File: config.mk
export PLATFORM = sky130hd
export DESIGN_NAME = phy_role_diag
export DESIGN_NICKNAME = d
export VERILOG_FILES = /design/src/design/phy_role_diag.v
export VERILOG_INCLUDE_DIRS = /design/src /design/src/design
export SDC_FILE = /design/constraint.sdc
export NUM_CORES = 1
export LEC_CHECK = 0
export ABC_AREA = 0
export CORE_ASPECT_RATIO = 0.5
export CORE_MARGIN = 2
export CORE_UTILIZATION = 64
export CTS_CLUSTER_DIAMETER = 50
export DETAILED_ROUTE_END_ITERATION = 10
export DONT_BUFFER_PORTS = 1
export PLACE_DENSITY = 0.8
export SLEW_MARGIN = 20
export SYNTH_ARGS = -nofsm -noshare
export SYNTH_HDL_FRONTEND = slang
export SYNTH_SLANG_ARGS = --single-unit
File: constraint.sdc
create_clock -name mclk -period 4.63 [get_ports mclk]
set_clock_uncertainty 0.05 [all_clocks]
set_input_delay 0.2315 -clock mclk [delete_from_list [all_inputs] [get_ports mclk]]
set_output_delay 0.2315 -clock mclk [all_outputs]
set_load 0.01 [all_outputs]
File: src/design/phy_role_diag_defs.vh
// register map, field positions, reset values and fixed counts of the role and diagnostics block
// assumes 16-bit management registers addressed by a 16-bit register address
`ifndef PHY_ROLE_DIAG_DEFS_VH
`define PHY_ROLE_DIAG_DEFS_VH
// register addresses
`define A_NEG_CTRL 16'h0200
`define A_NEG_STAT 16'h0201
`define A_ADV_FORCE 16'h0202
`define A_ADV_ROLE 16'h0203
`define A_LP_FORCE 16'h0205
`define A_LP_ROLE 16'h0206
`define A_NEG_RESULT 16'h8001
`define A_PCS_CTRL 16'h08E6
`define A_PMA_CTRL 16'h08F6
`define A_MAC_LB 16'h803D
`define A_DIAG_CLK 16'h882C
`define A_FG_CTRL 16'h8015
`define A_FG_LEN 16'h8016
`define A_FG_CNT 16'h8017
`define A_FG_TYPE 16'h8018
`define A_FRAME_GEN_DONE 16'h801E
// field positions
`define B_NEG_EN 12
`define B_NEG_RESTART 9
`define B_COMPLETE 5
`define B_LINK 2
`define B_FORCE 12
`define B_ROLE 4
`define B_RES_LO 5
`define B_RES_HI 6
`define B_NEG_DONE 0
`define B_PCS_LB 14
`define B_PMA_LB 0
`define B_MAC_LB 0
`define B_MAC_SUP 1
`define B_REM_LB 2
`define B_REM_SUP 3
`define B_DIAG_CLK 0
`define B_FRAME_GEN_ENABLE 0
`define B_FRAME_GEN_DONE 0
// role resolution codes
`define RES_NONE 2'h0
`define RES_SLAVE 2'h1
`define RES_MASTER 2'h2
`define RES_FAULT 2'h3
// reset values
`define RST_NEG_EN 1'b1
`define RST_SUP 1'b1
`define RST_FG_LEN 16'h0040
`define RST_FG_CNT 16'h0001
`define RST_LFSR 16'hACE1
// payload types
`define PT_RANDOM 2'h0
`define PT_ONES 2'h1
`define PT_INCR 2'h2
// idle bytes between generated frames
`define FG_GAP_BYTES 8'h0C
`endif

File: src/design/phy_role_diag.v
// role negotiation, link status, loopback routing and frame generator of a single-pair phy core
// assumes a negotiation page engine and pma/pcs outside; all inputs synchronous to mclk
`timescale 1ns/1ps
`include "phy_role_diag_defs.vh"
module phy_role_diag #(
   parameter DW = 8
) (
   // clock and reset
   input wire mclk,
   input wire sys_rst,
   // configuration strap
   input wire role_strap_pin,
   // management registers
   input wire reg_wr,
   input wire reg_rd,
   input wire [15:0] reg_addr,
   input wire [15:0] reg_wdata,
   output reg [15:0] reg_rdata,
   output reg reg_rvalid,
   // negotiation page engine
   output wire neg_exchange,
   output wire [15:0] local_seed,
   output wire local_force_role,
   output wire local_role_is_master,
   input wire page_rx,
   input wire partner_force_role,
   input wire partner_role_is_master,
   input wire [15:0] partner_seed,
   input wire link_ok,
   output wire role_is_master,
   // loopback controls to pma
   output wire pma_loopback_enable,
   // mac side data
   input wire [DW-1:0] mac_txd,
   input wire mac_tx_en,
   output reg [DW-1:0] mac_rxd,
   output reg mac_rx_dv,
   // line side data
   output reg [DW-1:0] line_txd,
   output reg line_tx_en,
   input wire [DW-1:0] line_rxd,
   input wire line_rx_dv
);
   // negotiation states
   localparam ST_OFF = 2'd0;
   localparam ST_EXCH = 2'd1;
   localparam ST_UP = 2'd2;
   localparam ST_FAULT = 2'd3;
   // generator states
   localparam FG_IDLE = 2'd0;
   localparam FG_DATA = 2'd1;
   localparam FG_GAP = 2'd2;

   reg strap_done_q; // strap taken once after reset release
   reg neg_en_q; // negotiation enable
   reg adv_force_role_q; // advertise forced role
   reg adv_role_is_master_q; // advertised role
   reg lp_force_q; // captured partner force bit
   reg lp_master_q; // captured partner role bit
   reg [1:0] res_q; // role resolution code
   reg [1:0] st_q; // negotiation state
   reg was_up_q; // link seen up in this attempt
   reg link_latch_q; // latch-low link flag
   reg pcs_lb_q; // pcs loopback
   reg pma_lb_q; // pma loopback
   reg mac_lb_q; // mac side loopback
   reg mac_sup_q; // line suppress in mac loopback
   reg rem_lb_q; // remote loopback
   reg rem_sup_q; // host suppress in remote loopback
   reg diag_clk_q; // diagnostic clock enable
   reg frame_gen_enable_q; // generator enable
   reg frame_gen_done_q; // generator done flag
   reg [15:0] fg_len_q; // frame length in bytes
   reg [15:0] fg_cnt_q; // number of frames
   reg [1:0] fg_type_q; // payload type
   reg [1:0] fg_st_q; // generator state
   reg [15:0] fg_byte_q; // byte counter within frame or gap
   reg [15:0] fg_frames_q; // frames sent
   reg [15:0] lfsr_q; // seed and payload source
   reg [DW-1:0] fg_data_q; // generator output byte
   reg fg_valid_q; // generator output strobe

   wire wr_hit_ctrl = reg_wr && (reg_addr == `A_NEG_CTRL);
   wire restart_req = wr_hit_ctrl && reg_wdata[`B_NEG_RESTART];
   wire rd_stat = reg_rd && (reg_addr == `A_NEG_STAT);
   wire fg_start = reg_wr && (reg_addr == `A_FG_CTRL) && reg_wdata[`B_FRAME_GEN_ENABLE];
   wire fg_running = (fg_st_q != FG_IDLE);

   // current link: forced mode follows the pma, negotiated mode needs a finished exchange
   wire link_cur = neg_en_q ? ((st_q == ST_UP) && link_ok) : link_ok;

   assign neg_exchange = (st_q == ST_EXCH);
   assign local_seed = lfsr_q;
   assign local_force_role = adv_force_role_q;
   assign local_role_is_master = adv_role_is_master_q;
   assign role_is_master = (res_q == `RES_MASTER);
   assign pma_loopback_enable = pma_lb_q;

   // role resolution from local and partner advertisements
   reg [1:0] res_d;
   reg seed_tie;
   always @* begin
      res_d = `RES_SLAVE;
      seed_tie = 1'b0;
      if (adv_role_is_master_q != partner_role_is_master) begin
         // different roles: each side keeps its own
         res_d = adv_role_is_master_q ? `RES_MASTER : `RES_SLAVE;
      end else if (adv_force_role_q && partner_force_role) begin
         res_d = `RES_FAULT;
      end else if (adv_force_role_q != partner_force_role) begin
         // forcing end wins, the other takes the opposite
         if (adv_force_role_q) begin
            res_d = adv_role_is_master_q ? `RES_MASTER : `RES_SLAVE;
         end else begin
            res_d = adv_role_is_master_q ? `RES_SLAVE : `RES_MASTER;
         end
      end else begin
         // same preference: larger seed becomes master
         seed_tie = (lfsr_q == partner_seed);
         res_d = (lfsr_q > partner_seed) ? `RES_MASTER : `RES_SLAVE;
      end
   end

   // management register writes and strap capture
   always @(posedge mclk or posedge sys_rst) begin
      if (sys_rst) begin
         strap_done_q <= 1'b0;
         neg_en_q <= `RST_NEG_EN;
         adv_force_role_q <= 1'b0;
         adv_role_is_master_q <= 1'b0;
         pcs_lb_q <= 1'b0;
         pma_lb_q <= 1'b0;
         mac_lb_q <= 1'b0;
         mac_sup_q <= `RST_SUP;
         rem_lb_q <= 1'b0;
         rem_sup_q <= `RST_SUP;
         diag_clk_q <= 1'b0;
         frame_gen_enable_q <= 1'b0;
         fg_len_q <= `RST_FG_LEN;
         fg_cnt_q <= `RST_FG_CNT;
         fg_type_q <= `PT_RANDOM;
      end else begin
         // strap low (pulled down when open) gives preferred slave
         if (!strap_done_q) begin
            strap_done_q <= 1'b1;
            adv_role_is_master_q <= role_strap_pin;
         end
         if (reg_wr) begin
            case (reg_addr)
               `A_NEG_CTRL: neg_en_q <= reg_wdata[`B_NEG_EN];
               `A_ADV_FORCE: adv_force_role_q <= reg_wdata[`B_FORCE];
               `A_ADV_ROLE: adv_role_is_master_q <= reg_wdata[`B_ROLE];
               `A_PCS_CTRL: pcs_lb_q <= reg_wdata[`B_PCS_LB];
               `A_PMA_CTRL: pma_lb_q <= reg_wdata[`B_PMA_LB];
               `A_MAC_LB: begin
                  mac_lb_q <= reg_wdata[`B_MAC_LB];
                  mac_sup_q <= reg_wdata[`B_MAC_SUP];
                  rem_lb_q <= reg_wdata[`B_REM_LB];
                  rem_sup_q <= reg_wdata[`B_REM_SUP];
               end
               `A_DIAG_CLK: diag_clk_q <= reg_wdata[`B_DIAG_CLK];
               `A_FG_CTRL: frame_gen_enable_q <= reg_wdata[`B_FRAME_GEN_ENABLE];
               `A_FG_LEN: fg_len_q <= reg_wdata;
               `A_FG_CNT: fg_cnt_q <= reg_wdata;
               `A_FG_TYPE: fg_type_q <= reg_wdata[1:0];
               default: ; // unmapped or read-only: ignored
            endcase
         end
      end
   end

   // negotiation state machine
   always @(posedge mclk or posedge sys_rst) begin
      if (sys_rst) begin
         st_q <= ST_EXCH;
         res_q <= `RES_NONE;
         lp_force_q <= 1'b0;
         lp_master_q <= 1'b0;
         was_up_q <= 1'b0;
      end else begin
         case (st_q)
            ST_OFF: begin
               // forced configuration: role taken from the advertisement
               res_q <= adv_role_is_master_q ? `RES_MASTER : `RES_SLAVE;
               if (neg_en_q) begin
                  st_q <= ST_EXCH;
                  res_q <= `RES_NONE;
               end
            end
            ST_EXCH: begin
               was_up_q <= 1'b0;
               if (!neg_en_q) begin
                  st_q <= ST_OFF;
               end else if (page_rx && !seed_tie) begin
                  lp_force_q <= partner_force_role;
                  lp_master_q <= partner_role_is_master;
                  res_q <= res_d;
                  st_q <= (res_d == `RES_FAULT) ? ST_FAULT : ST_UP;
               end
            end
            ST_UP: begin
               if (link_ok) begin
                  was_up_q <= 1'b1;
               end
               if (!neg_en_q) begin
                  st_q <= ST_OFF;
               end else if (restart_req || (was_up_q && !link_ok)) begin
                  st_q <= ST_EXCH;
                  res_q <= `RES_NONE;
               end
            end
            ST_FAULT: begin
               // held until software asks again
               if (!neg_en_q) begin
                  st_q <= ST_OFF;
               end else if (restart_req) begin
                  st_q <= ST_EXCH;
               end
            end
            default: st_q <= ST_EXCH;
         endcase
      end
   end

   // latch-low link flag: a failure clears it, a status read reloads it
   always @(posedge mclk or posedge sys_rst) begin
      if (sys_rst) begin
         link_latch_q <= 1'b0;
      end else if (!link_cur) begin
         link_latch_q <= 1'b0;
      end else if (rd_stat) begin
         link_latch_q <= 1'b1;
      end
   end

   // seed and payload source, free running
   always @(posedge mclk or posedge sys_rst) begin
      if (sys_rst) begin
         lfsr_q <= `RST_LFSR;
      end else begin
         lfsr_q <= {lfsr_q[14:0], lfsr_q[15] ^ lfsr_q[13] ^ lfsr_q[12] ^ lfsr_q[10]};
      end
   end

   // frame generator, has no tie to any frame checker
   always @(posedge mclk or posedge sys_rst) begin
      if (sys_rst) begin
         fg_st_q <= FG_IDLE;
         fg_byte_q <= 16'h0000;
         fg_frames_q <= 16'h0000;
         frame_gen_done_q <= 1'b0;
         fg_data_q <= {DW{1'b0}};
         fg_valid_q <= 1'b0;
      end else begin
         fg_valid_q <= 1'b0;
         // a read clears done; completion in the same cycle wins
         if (reg_rd && (reg_addr == `A_FRAME_GEN_DONE)) begin
            frame_gen_done_q <= 1'b0;
         end
         case (fg_st_q)
            FG_IDLE: begin
               if (fg_start && diag_clk_q && (fg_cnt_q != 16'h0000)) begin
                  fg_st_q <= FG_DATA;
                  fg_byte_q <= 16'h0000;
                  fg_frames_q <= 16'h0000;
                  frame_gen_done_q <= 1'b0;
               end
            end
            FG_DATA: begin
               fg_valid_q <= 1'b1;
               case (fg_type_q)
                  `PT_ONES: fg_data_q <= {DW{1'b1}};
                  `PT_INCR: fg_data_q <= fg_byte_q[DW-1:0];
                  default: fg_data_q <= lfsr_q[DW-1:0];
               endcase
               fg_byte_q <= fg_byte_q + 16'h0001;
               if (fg_byte_q + 16'h0001 >= fg_len_q) begin
                  fg_st_q <= FG_GAP;
                  fg_byte_q <= 16'h0000;
                  fg_frames_q <= fg_frames_q + 16'h0001;
               end
            end
            FG_GAP: begin
               fg_byte_q <= fg_byte_q + 16'h0001;
               if (fg_byte_q[7:0] + 8'h01 >= `FG_GAP_BYTES) begin
                  fg_byte_q <= 16'h0000;
                  if (fg_frames_q >= fg_cnt_q) begin
                     fg_st_q <= FG_IDLE;
                     frame_gen_done_q <= 1'b1;
                  end else begin
                     fg_st_q <= FG_DATA;
                  end
               end
            end
            default: fg_st_q <= FG_IDLE;
         endcase
         // disabling the generator or its clock abandons the run; a start write counts as enabled
         if ((!frame_gen_enable_q && !fg_start) || !diag_clk_q) begin
            fg_st_q <= FG_IDLE;
         end
      end
   end

   // transmit source: generator, then remote return, then mac
   wire gen_src = frame_gen_enable_q && diag_clk_q;
   wire rem_active = rem_lb_q && link_cur;
   wire [DW-1:0] src_d = gen_src ? fg_data_q : (rem_active ? line_rxd : mac_txd);
   wire src_en = gen_src ? fg_valid_q : (rem_active ? line_rx_dv : mac_tx_en);

   // data routing registers
   always @(posedge mclk or posedge sys_rst) begin
      if (sys_rst) begin
         line_txd <= {DW{1'b0}};
         line_tx_en <= 1'b0;
         mac_rxd <= {DW{1'b0}};
         mac_rx_dv <= 1'b0;
      end else begin
         line_txd <= src_d;
         // silent line in pcs loopback and suppressed mac loopback
         line_tx_en <= src_en && !pcs_lb_q && !(mac_lb_q && mac_sup_q);
         if (pcs_lb_q) begin
            mac_rxd <= src_d;
            mac_rx_dv <= src_en;
         end else if (mac_lb_q) begin
            mac_rxd <= mac_txd;
            mac_rx_dv <= mac_tx_en;
         end else if (rem_active && rem_sup_q) begin
            mac_rxd <= {DW{1'b0}};
            mac_rx_dv <= 1'b0;
         end else begin
            mac_rxd <= line_rxd;
            mac_rx_dv <= line_rx_dv;
         end
      end
   end

   // register read mux, answer one cycle after the strobe
   reg [15:0] rd_d;
   always @* begin
      rd_d = 16'h0000;
      case (reg_addr)
         `A_NEG_CTRL: rd_d[`B_NEG_EN] = neg_en_q;
         `A_NEG_STAT: begin
            rd_d[`B_COMPLETE] = (st_q == ST_UP) && link_ok;
            rd_d[`B_LINK] = link_latch_q;
         end
         `A_ADV_FORCE: rd_d[`B_FORCE] = adv_force_role_q;
         `A_ADV_ROLE: rd_d[`B_ROLE] = adv_role_is_master_q;
         `A_LP_FORCE: rd_d[`B_FORCE] = lp_force_q;
         `A_LP_ROLE: rd_d[`B_ROLE] = lp_master_q;
         `A_NEG_RESULT: begin
            rd_d[`B_RES_HI:`B_RES_LO] = res_q;
            rd_d[`B_NEG_DONE] = (st_q == ST_UP);
         end
         `A_PCS_CTRL: rd_d[`B_PCS_LB] = pcs_lb_q;
         `A_PMA_CTRL: rd_d[`B_PMA_LB] = pma_lb_q;
         `A_MAC_LB: rd_d[3:0] = {rem_sup_q, rem_lb_q, mac_sup_q, mac_lb_q};
         `A_DIAG_CLK: rd_d[`B_DIAG_CLK] = diag_clk_q;
         `A_FG_CTRL: rd_d[`B_FRAME_GEN_ENABLE] = frame_gen_enable_q;
         `A_FG_LEN: rd_d = fg_len_q;
         `A_FG_CNT: rd_d = fg_cnt_q;
         `A_FG_TYPE: rd_d[1:0] = fg_type_q;
         `A_FRAME_GEN_DONE: rd_d[`B_FRAME_GEN_DONE] = frame_gen_done_q;
         default: rd_d = 16'h0000;
      endcase
   end

   // read answer registers
   always @(posedge mclk or posedge sys_rst) begin
      if (sys_rst) begin
         reg_rdata <= 16'h0000;
         reg_rvalid <= 1'b0;
      end else begin
         reg_rvalid <= reg_rd;
         if (reg_rd) begin
            reg_rdata <= rd_d;
         end
      end
   end
endmodule

==> impl_metrics.ini, run 1 <==
[synthesis]
dominantRegCellSynth = sky130_fd_sc_hd__dfrtp_1
synth_enable_flop_cells = 0
top_cells_by_area_in_the_synthesized_netlist = sky130_fd_sc_hd__dfrtp_1 (39%), sky130_fd_sc_hd__ha_1 (9.1%), sky130_fd_sc_hd__mux2_2 (4.7%)
yosysWarnings = 0
synthArstFlopShare_pct = 100
most_area_hungry_cell_type_in_the_yosys_netlist = sky130_fd_sc_hd__dfrtp_1
synth.lib_cells_used.distinct = 78
ys_seq_elements = 149
yosysSeqAreaShare_pct = 43.1
synth.avg_cell_area_um2 = 10.0
syn-cell-area_um2 = 8690
synth_largest_type_area_fraction_pct = 38.9
synthesis.instances = 869
syn_nets = 1007

[critical_path]
timing_worst_setup_path_type = flip-flop to flip-flop
critical-path-slowest-cell = sky130_fd_sc_hd__dfrtp_1
worst_path_largest_cell_delay_ns = 0.51
worstReg2RegStart = fg_byte_q[2]
worst-endpoint-required_ns = 4.92
timing.reg2reg.setup_slack_ns = 0.64
data_arrival_critical_path_ns = 4.29
r2r-end = fg_byte_q[7]
crit_fanout = 18
timing.critical_path.cells = nand3_1 -> nor2_1 -> and3_1 -> nand3_1 -> and2_1 -> or2_2 -> ha_1 -> a21o_1 -> a21oi_1 -> o221ai_1 -> a31o_2 -> a21oi_4 -> a21oi_1 -> mux2i_1
worst_setup_path_end_kind = flip-flop
startpoint_type = flip-flop
r2r.worst_path.cells = 14

[final_layout]
drive_gt1_share_pct = 13.8
layout.core_utilization_pct = 73.0
layout_commonest_cell = sky130_fd_sc_hd__dfrtp_1
filler_cells = 873
layout-area-overhead-vs-synth_pct = 12.6
layout_common_cells = sky130_fd_sc_hd__dfrtp_1 (135), sky130_fd_sc_hd__nand2_1 (71), sky130_fd_sc_hd__nor2_1 (64), sky130_fd_sc_hd__ha_1 (63), sky130_fd_sc_hd__inv_1 (59)
fin_nets = 1039
antenna_cells = 0

[sta]
tightest_slew_margin_relative_to_the_limit_pct = 39.3
holdWs_ns = 0.0220
drv_slew = 0
setup_viol_count_final = 0
fin_crit_sh_pct = 86.2
setup-tns-final_ns = 0
min_period_ns = 3.99
finalHoldViolations = 0
worst_pin_slew_ns = 0.910
rsz0062_at_grt = false
max_clock_freq_ghz = 0.250

[run]
drv_cap = 0

[clocking]
cts.htree.levels = 4
cts-root-to-sink-buffers = 2
clkSinkCount = 149
clkSlewWorstSetupHoldPaths_ns = 0.07
clk-insertion-delay-late_ns = 0.43
tritoncts = yes
ctsResizeCount = 0
clockRootBuffer = sky130_fd_sc_hd__clkbuf_16
numCtsBuffers = 17

[worst_hold_path]
hold-path-endpoint = fg_type_q[0]
min-delay-path-class = primary input to flip-flop
holdPathStages = 2
timing.hold.worst.start = reg_wr

[drt]
drt_pre_antenna_iters = 7
post-route-drc-count = 0
routed_via_density = 6.49
totalWireLength_mm = 22.8
dr_total_vias = 7075
antenna_left = 0
dr.first_iter.drc_count = 555
avgRoutedWirePerCell_um = 20.9

[pwr]
pwr-share-seq_pct = 45.7
power.leakage_nw = 4.53
switching_share_pct = 27.1
worst_ir_drop_vdd_v = 0.000183
power_frac_clock_pct = 44.7
powerDensity_nw_per_um2 = 312
power.combinational.fraction_pct = 9.6
p_int_w = 0.00223
power_switching_w = 0.000827

[grt]
wire_length_of_the_first_global_routing_pass_mm = 36.2
grt_max_degree = 112
grt_usage_pct = 32.0
grt_overflow = 0
first_global_vias = 6862
grt_antenna_before_repair = 0

[placement]
place_hpwl_mm = 15.6
place.port_buffers = 0
globalplace.congestion = 0.872

[floorplan]
die_w_um = 169
initial_utilization_pct = 64.8
placementRows = 30
design.die.area_um2 = 14600
fp.coreArea_um2 = 13400
die_h_um = 86.4
pin_count = 131

[status]
run_status = finished clean
logic make-up after synthesis:
| kind of cell | count (synthesis) | synth area share [%] |
|---|---|---|
| simple gates | 285 | 18.0 |
| buf+inv | 93 | 4.48 |
| xor+xnor | 28 | 2.82 |
| compound gates | 186 | 14.4 |
| fa+ha+maj | 63 | 9.07 |
| flops | 149 | 43.1 |
| mux | 64 | 8.09 |
| other cells | 1 | 0.0432 |
cell type report:
cell class	count	area [um^2]	area share (%)
well taps	176	220	2.25
flip-flops and latches	149	3750	38.3
inverters	61	234	2.39
repair buffers	45	455	4.66
clock inverters	14	141	1.45
multi-input cells	627	4550	46.6
clock buffers	18	429	4.39
state kept, by name (all words and copies together) (netlist names), 8 cells and up:
signal,count
line_txd,8
reg_rdata,16
fg_data_q,8
mac_rxd,8
local_seed,16
fg_cnt_q,16
fg_byte_q,16
fg_len_q,16
fg_frames_q,16
worst max-delay path, delay by kind of cell (launching register included):
kind / cells / cell delay, ns
AOI/OAI and AO/OA: 6 / 1.44
adders and majority gates: 1 / 0.29
DFF: 1 / 0.51
muxes: 1 / 0.17
and+or+nand+nor: 6 / 1.46
repair_timing:
action	in CTS	in global routing
hold endpoints to repair	166	0
setup buffers	0	0
hold buffers	41	0
per-stage QoR:
step | total power (W) | setup WS, ns | area [um^2] | instances
6_report | 0.00306 | 0.638 | 9780 | 1090
5_1_grt | 0.00316 | 0.287 | 9780 | 1090
4_1_cts | 0.00304 | 0.696 | 9760 | 1089
3_5_place_dp | 0.00167 | 0.707 | 8780 | 1016
3_3_place_gp | 0.00166 | 0.869 | 8780 | 1016
2_1_floorplan | 0.00162 | 0.364 | 8690 | 869
power groups by stage:
stage	sequential (W)	clock [W]	combinational (W)
6_report	0.00140	0.00137	0.000293
5_1_grt	0.00140	0.00143	0.000325
4_1_cts	0.00139	0.00136	0.000287
3_5_place_dp	0.00142	0	0.000255
3_3_place_gp	0.00142	0	0.000240
2_1_floorplan	0.00141	0	0.000210
worst max path at each step:
stage | start | endpoint | slack (ns) | cells after the start
after global placement | fg_byte_q[2] | fg_byte_q[10] | 0.87 | 14
after global routing | fg_byte_q[2] | fg_byte_q[10] | 0.29 | 14
after detailed placement | fg_byte_q[2] | fg_byte_q[8] | 0.71 | 14
after CTS | fg_byte_q[2] | fg_byte_q[8] | 0.70 | 14
after floorplan | sys_rst | diag_clk_q | 0.36 | 1
final | fg_byte_q[2] | fg_byte_q[7] | 0.64 | 14
metal layers:
| metal | routed length [um] | global-route usage (%) |
|---|---|---|
| met1 | 9650 | 44.3 |
| met2 | 10600 | 50.4 |
| met3 | 2110 | 8.63 |
| met4 | 412 | 8.78 |
| met5 | 0 | 0 |
synth_stat cells (all sizes together), types with 5 or more instances:
cell,count
a211oi,7
a21oi,50
a221oi,12
a22o,7
a22oi,14
a31oi,9
and2,6
and3,20
and4,5
buf,15
clkbuf,17
dfrtp,135
dfstp,14
ha,63
inv,60
mux2,50
mux2i,14
nand2,74
nand2b,8
nand3,20
nand4,20
nor2,76
nor2b,13
nor3,14
o211ai,7
o21ai,46
or2,5
or4,6
xnor2,10
xor2,18
Note: power is estimated with default switching activity, not from simulation.
==> inputs of run 2 (changes only) <==
CORE_UTILIZATION = 30   (was 64)
PLACE_DENSITY = default   (was 0.8)
==> run 2 against run 1 <==
Net effect: total power is 3.7% higher; utilization decreased by 37 points; clock-buffer cell count is 1 higher; hold slack got worse by 0.014 ns; via count down 3.4%; cell area is 2.9% higher; clock power increased by 8%; sequential share of layout area down 1.1 points; largest cell class unchanged.
==> impl_metrics.ini, run 2 (same netlist as run 1, synthesis figures left out) <==
[sta]
fin_crit_sh_pct = 84.9
max_clock_freq_ghz = 0.254
setup_viol_count_final = 0
setup-tns-final_ns = 0
finalHoldViolations = 0
drv_slew = 0
worst_pin_slew_ns = 1.02
min_period_ns = 3.93
rsz0062_at_grt = false
tightest_slew_margin_relative_to_the_limit_pct = 32.1

[floorplan]
fp.coreArea_um2 = 28100
placementRows = 43
die_h_um = 124
pin_count = 131
die_w_um = 245
initial_utilization_pct = 30.9
design.die.area_um2 = 30400

[grt]
grt_overflow = 0
grt_usage_pct = 16.3
wire_length_of_the_first_global_routing_pass_mm = 38.9
grt_max_degree = 108
grt_antenna_before_repair = 2
first_global_vias = 6922

[final_layout]
layout_common_cells = sky130_fd_sc_hd__dfrtp_1 (135), sky130_fd_sc_hd__nand2_1 (71), sky130_fd_sc_hd__nor2_1 (64), sky130_fd_sc_hd__ha_1 (63), sky130_fd_sc_hd__inv_1 (59)
fin_nets = 1038
layout-area-overhead-vs-synth_pct = 15.8
seqCellArea_um2 = 3750
drive_gt1_share_pct = 13.7
area_used_by_multi_input_combinational_logic_um2 = 4550
layout_commonest_cell = sky130_fd_sc_hd__dfrtp_1
filler_cells = 2787

[clocking]
clk-insertion-delay-late_ns = 0.43
numCtsBuffers = 17
tritoncts = yes
clkSlewWorstSetupHoldPaths_ns = 0.06
clkSinkCount = 149
cts.htree.levels = 4
cts-root-to-sink-buffers = 2
clockRootBuffer = sky130_fd_sc_hd__clkbuf_16

[critical_path]
worst-endpoint-required_ns = 4.94
data_arrival_critical_path_ns = 4.24
timing_worst_setup_path_type = flip-flop to flip-flop
worst_setup_path_end_kind = flip-flop
timing.reg2reg.setup_slack_ns = 0.70
crit_fanout = 18
startpoint_type = flip-flop

[placement]
place_hpwl_mm = 18.0
place.port_buffers = 0
globalplace.congestion = 0.838

[pwr]
worst_ir_drop_vdd_v = 0.000292
powerDensity_nw_per_um2 = 315
finalPower_w = 0.00317
power.leakage_nw = 4.54

[status]
run_status = finished clean

[drt]
routed_via_density = 5.28
totalWireLength_mm = 24.6
avgRoutedWirePerCell_um = 19.0
post-route-drc-count = 0
drt_pre_antenna_iters = 5
dr.first_iter.drc_count = 457
dr_total_vias = 6832
antenna_left = 0

[worst_hold_path]
min-delay-path-class = primary input to flip-flop

[run]
drv_cap = 0
-- run 2: changes by cell type in the layout (fill, tap and decap cells not counted) --
cell and change:
sky130_fd_sc_hd__buf_16 -1, sky130_fd_sc_hd__bufinv_16 +2, sky130_fd_sc_hd__clkbuf_1 -1, sky130_fd_sc_hd__clkbuf_8 +2, sky130_fd_sc_hd__clkinv_2 -1, sky130_fd_sc_hd__diode_2 +1, sky130_fd_sc_hd__inv_6 -2, sky130_fd_sc_hd__inv_8 -1
-- run 2: what timing repair did --
item,in CTS,in global routing
buffers inserted,0,0
setup endpoints to repair,0,0
endpoints found under the hold margin,171,0
resized for setup,0,0
hold buffers,41,0
-- run 2: worst max-delay path, cell delays in order, from the launching register on --
cell                       delay (ns)
sky130_fd_sc_hd__dfrtp_1         0.49
sky130_fd_sc_hd__nand3_1         0.19
sky130_fd_sc_hd__nor2_1          0.33
sky130_fd_sc_hd__and3_1          0.28
sky130_fd_sc_hd__nand3_1         0.10
sky130_fd_sc_hd__and2_1          0.18
sky130_fd_sc_hd__or2_2           0.29
sky130_fd_sc_hd__ha_1            0.30
sky130_fd_sc_hd__a21o_1          0.17
sky130_fd_sc_hd__a21oi_1         0.14
sky130_fd_sc_hd__o221ai_1        0.15
sky130_fd_sc_hd__a31o_2          0.39
sky130_fd_sc_hd__a21oi_4         0.46
sky130_fd_sc_hd__and3_1          0.23
sky130_fd_sc_hd__a221o_1         0.10
-- run 2: final timing paths --
kind	from	endpoint	cells after the start
min in group asynchronous	sys_rst	fg_byte_q[11]	2
max	fg_byte_q[0]	fg_byte_q[10]	14
min	reg_wdata[9]	st_q[1]	2
max reg2reg	fg_byte_q[0]	fg_byte_q[10]	14
min reg2reg	local_seed[10]	local_seed[11]	0
max in group asynchronous	sys_rst	local_seed[13]	3
-- run 2: area by class of cell --
| class | instances | area share [%] |
|---|---|---|
| antenna | 1 | 0.0249 |
| clock buffer | 19 | 4.50 |
| clock inverter | 12 | 1.67 |
| inverter | 61 | 2.33 |
| multi-input combinational | 627 | 45.2 |
| sequential | 149 | 37.2 |
| tap | 382 | 4.75 |
| timing repair buffer | 44 | 4.25 |
-- run 2: per-stage QoR --
stage	hold slack [ns]	area, um^2	utilization, %	cells	setup WS (ns)
after global placement	0.214	9030	32.2	1222	0.852
after CTS	0.00336	10100	35.8	1294	0.727
after floorplan	0.213	8690	-	869	0.364
final	0.00842	10100	35.8	1295	0.699
after global routing	0.0244	10100	35.8	1295	0.367
after detailed placement	0.214	9030	32.2	1222	0.743
-- run 2: where the power goes --
group | total [W] | internal [W] | switching (W)
registers | 0.00140 | 0.00135 | 0.0000501
clock network | 0.00148 | 0.000885 | 0.000593
logic | 0.000288 | 0.000118 | 0.000170
total | 0.00317 | 0.00236 | 0.000814
-- run 2: metal layers --
metal  share of wire (%)  vias to the layer above  wire [um]  global-route usage, %
met5               0.065                        -         16                      0
li1                    -                     3213          -                      -
met1                  45                     3399      11100                   21.5
met4                 2.3                        2        571                   5.95
met3                 5.0                       38       1240                   3.47
met2                  47                      180      11600                   26.3
==> inputs of run 3 (changes only) <==
clock period = 3.32 ns   (was 4.63 ns; I/O delays follow)
==> run 3 against run 2 <==
Net effect: sequential power rose by 39%; total power rose by 38%; largest cell class unchanged; global-route usage rose by 0.25 points; clock-buffer cell count fell by 2; critical path type unchanged; hold slack improved by 0.0042 ns; setup slack got worse by 0.57 ns; sequential share of layout area fell by 1.4 points; combinational power rose by 46%.
==> impl_metrics.ini, run 3 (same netlist as run 1, synthesis figures left out) <==
[status]
run_status = finished clean

[clocking]
numCtsBuffers = 17
clkSinkCount = 149
clkSlewWorstSetupHoldPaths_ns = 0.07
cts.htree.levels = 4
tritoncts = yes
clockRootBuffer = sky130_fd_sc_hd__clkbuf_16
cts-root-to-sink-buffers = 2
clk-insertion-delay-late_ns = 0.43

[sta]
drv_slew = 0
fin_crit_sh_pct = 96.1
timing.final.ws_setup_ns = 0.129
min_period_ns = 3.19
setup_viol_count_final = 0
rsz0062_at_grt = true
worst_pin_slew_ns = 0.910
finalHoldViolations = 0
tightest_slew_margin_relative_to_the_limit_pct = 38.5
max_clock_freq_ghz = 0.313
setup-tns-final_ns = 0

[placement]
place_hpwl_mm = 18.1
place_worst_setup_slack_ns = 0.0679
globalplace.congestion = 0.855
place.port_buffers = 0

[run]
drv_cap = 0

[final_layout]
layout-area-overhead-vs-synth_pct = 20.2
drive_gt1_share_pct = 16.6
fin_nets = 1078
antenna_cells = 0
layout_common_cells = sky130_fd_sc_hd__dfrtp_1 (135), sky130_fd_sc_hd__nand2_1 (71), sky130_fd_sc_hd__nor2_1 (62), sky130_fd_sc_hd__ha_1 (62), sky130_fd_sc_hd__inv_1 (59)
layout_commonest_cell = sky130_fd_sc_hd__dfrtp_1

[critical_path]
worst_setup_path_startpoint = fg_byte_q[1]
timing_worst_setup_path_type = flip-flop to flip-flop
worst-endpoint-required_ns = 3.61
worstReg2RegStart = fg_byte_q[1]
startpoint_type = flip-flop
timing.reg2reg.setup_slack_ns = 0.13
worst_setup_path_end_kind = flip-flop
data_arrival_critical_path_ns = 3.48
crit_fanout = 4

[drt]
dr_total_vias = 7030
totalWireLength_mm = 25.0
routed_via_density = 5.27
avgRoutedWirePerCell_um = 18.7
drt_pre_antenna_iters = 6
dr.first_iter.drc_count = 503
post-route-drc-count = 0
antenna_left = 0

[pwr]
powerDensity_nw_per_um2 = 419
power.leakage_nw = 4.74
finalPower_w = 0.00437
p_int_w = 0.00319
switching_share_pct = 26.9
power_switching_w = 0.00118
power.combinational.fraction_pct = 9.6
worst_ir_drop_vdd_v = 0.000352
power_frac_clock_pct = 45.7
pwr-share-seq_pct = 44.7

[grt]
grt_antenna_before_repair = 2
first_global_vias = 6951
grt_max_degree = 90
grt_overflow = 0
wire_length_of_the_first_global_routing_pass_mm = 39.4
grt_usage_pct = 16.6

[floorplan]
design.die.area_um2 = 30400
fp.coreArea_um2 = 28100
initial_utilization_pct = 30.9
die_h_um = 124
pin_count = 131
die_w_um = 245
placementRows = 43

[worst_hold_path]
timing.hold.worst.start = line_rxd[5]
min-delay-path-class = primary input to flip-flop
-- run 3: cell types whose count changed in the layout (fill, tap and decap cells not counted), moves of 2 or more --
cell                            previous run  this run
sky130_fd_sc_hd__buf_12                    0         3
sky130_fd_sc_hd__buf_4                     3        25
sky130_fd_sc_hd__clkbuf_8                  2         0
sky130_fd_sc_hd__dlygate4sd3_1            40        54
sky130_fd_sc_hd__inv_8                     1         3
sky130_fd_sc_hd__nor2_1                   64        62
sky130_fd_sc_hd__nor2_2                   10        12
-- run 3: critical path, stage by stage, from the launching register on --
cell	delay (ns)
sky130_fd_sc_hd__dfrtp_1	0.41
sky130_fd_sc_hd__nand3_1	0.13
sky130_fd_sc_hd__nor2_2	0.12
sky130_fd_sc_hd__and3_1	0.18
sky130_fd_sc_hd__nand3_1	0.09
sky130_fd_sc_hd__and2_1	0.17
sky130_fd_sc_hd__or2_2	0.29
sky130_fd_sc_hd__ha_1	0.29
sky130_fd_sc_hd__a21o_1	0.17
sky130_fd_sc_hd__a21oi_2	0.15
sky130_fd_sc_hd__o221ai_2	0.13
sky130_fd_sc_hd__a31oi_1	0.22
sky130_fd_sc_hd__nand2_1	0.13
sky130_fd_sc_hd__or4_1	0.42
sky130_fd_sc_hd__o21ai_1	0.15
-- run 3: power groups by stage --
stage	clock (W)	combinational [W]	sequential, W
detailed placement	0	0.000366	0.00199
global route	0.00211	0.000476	0.00196
floorplan	0	0.000294	0.00196
finish	0.00200	0.000421	0.00195
global placement	0	0.000352	0.00198
CTS	0.00201	0.000426	0.00195
-- run 3: what timing repair did --
item	4_1_cts	5_1_grt
hold buffers	55	0
resized for setup	0	9
setup endpoints to repair	0	31
setup buffers	0	4
hold endpoints to repair	218	0
-- run 3: per-layer routing --
metal  vias up  share of wire (%)  GRT usage (%)
met2       196                 48           26.6
met5         -              0.088              0
li1       3293                  -              -
met4         4                2.4           6.06
met3        43                5.2           3.40
met1      3494                 44           22.0
-- run 3: final timing paths --
check                                      end  cells past startpoint
worst max-delay path              fg_byte_q[5]                     14
worst min-delay path               line_txd[5]                      2
worst max register to register    fg_byte_q[5]                     14
worst min register to register  local_seed[11]                      0
max in group asynchronous            mac_sup_q                      3
min in group asynchronous        fg_byte_q[12]                      2
-- run 3: layout make-up --
cell class | instances | area [um^2]
clock buffers | 17 | 425
clock inverters | 14 | 169
fillers | 2771 | 17600
inverters | 61 | 233
multi-input cells | 627 | 4590
flip-flops and latches | 149 | 3750
well taps | 382 | 478
repair buffers | 84 | 805
-- run 3: stage by stage --
step                cells  util, %  hold WS [ns]  instance area (um^2)
finish               1334     37.2        0.0126                 10400
floorplan             869        -         0.147                  8700
global route         1334     37.2       0.00321                 10400
CTS                  1330     36.9       0.00656                 10400
detailed placement   1244     32.8       -0.0774                  9230
global placement     1244     32.8       -0.0760                  9230
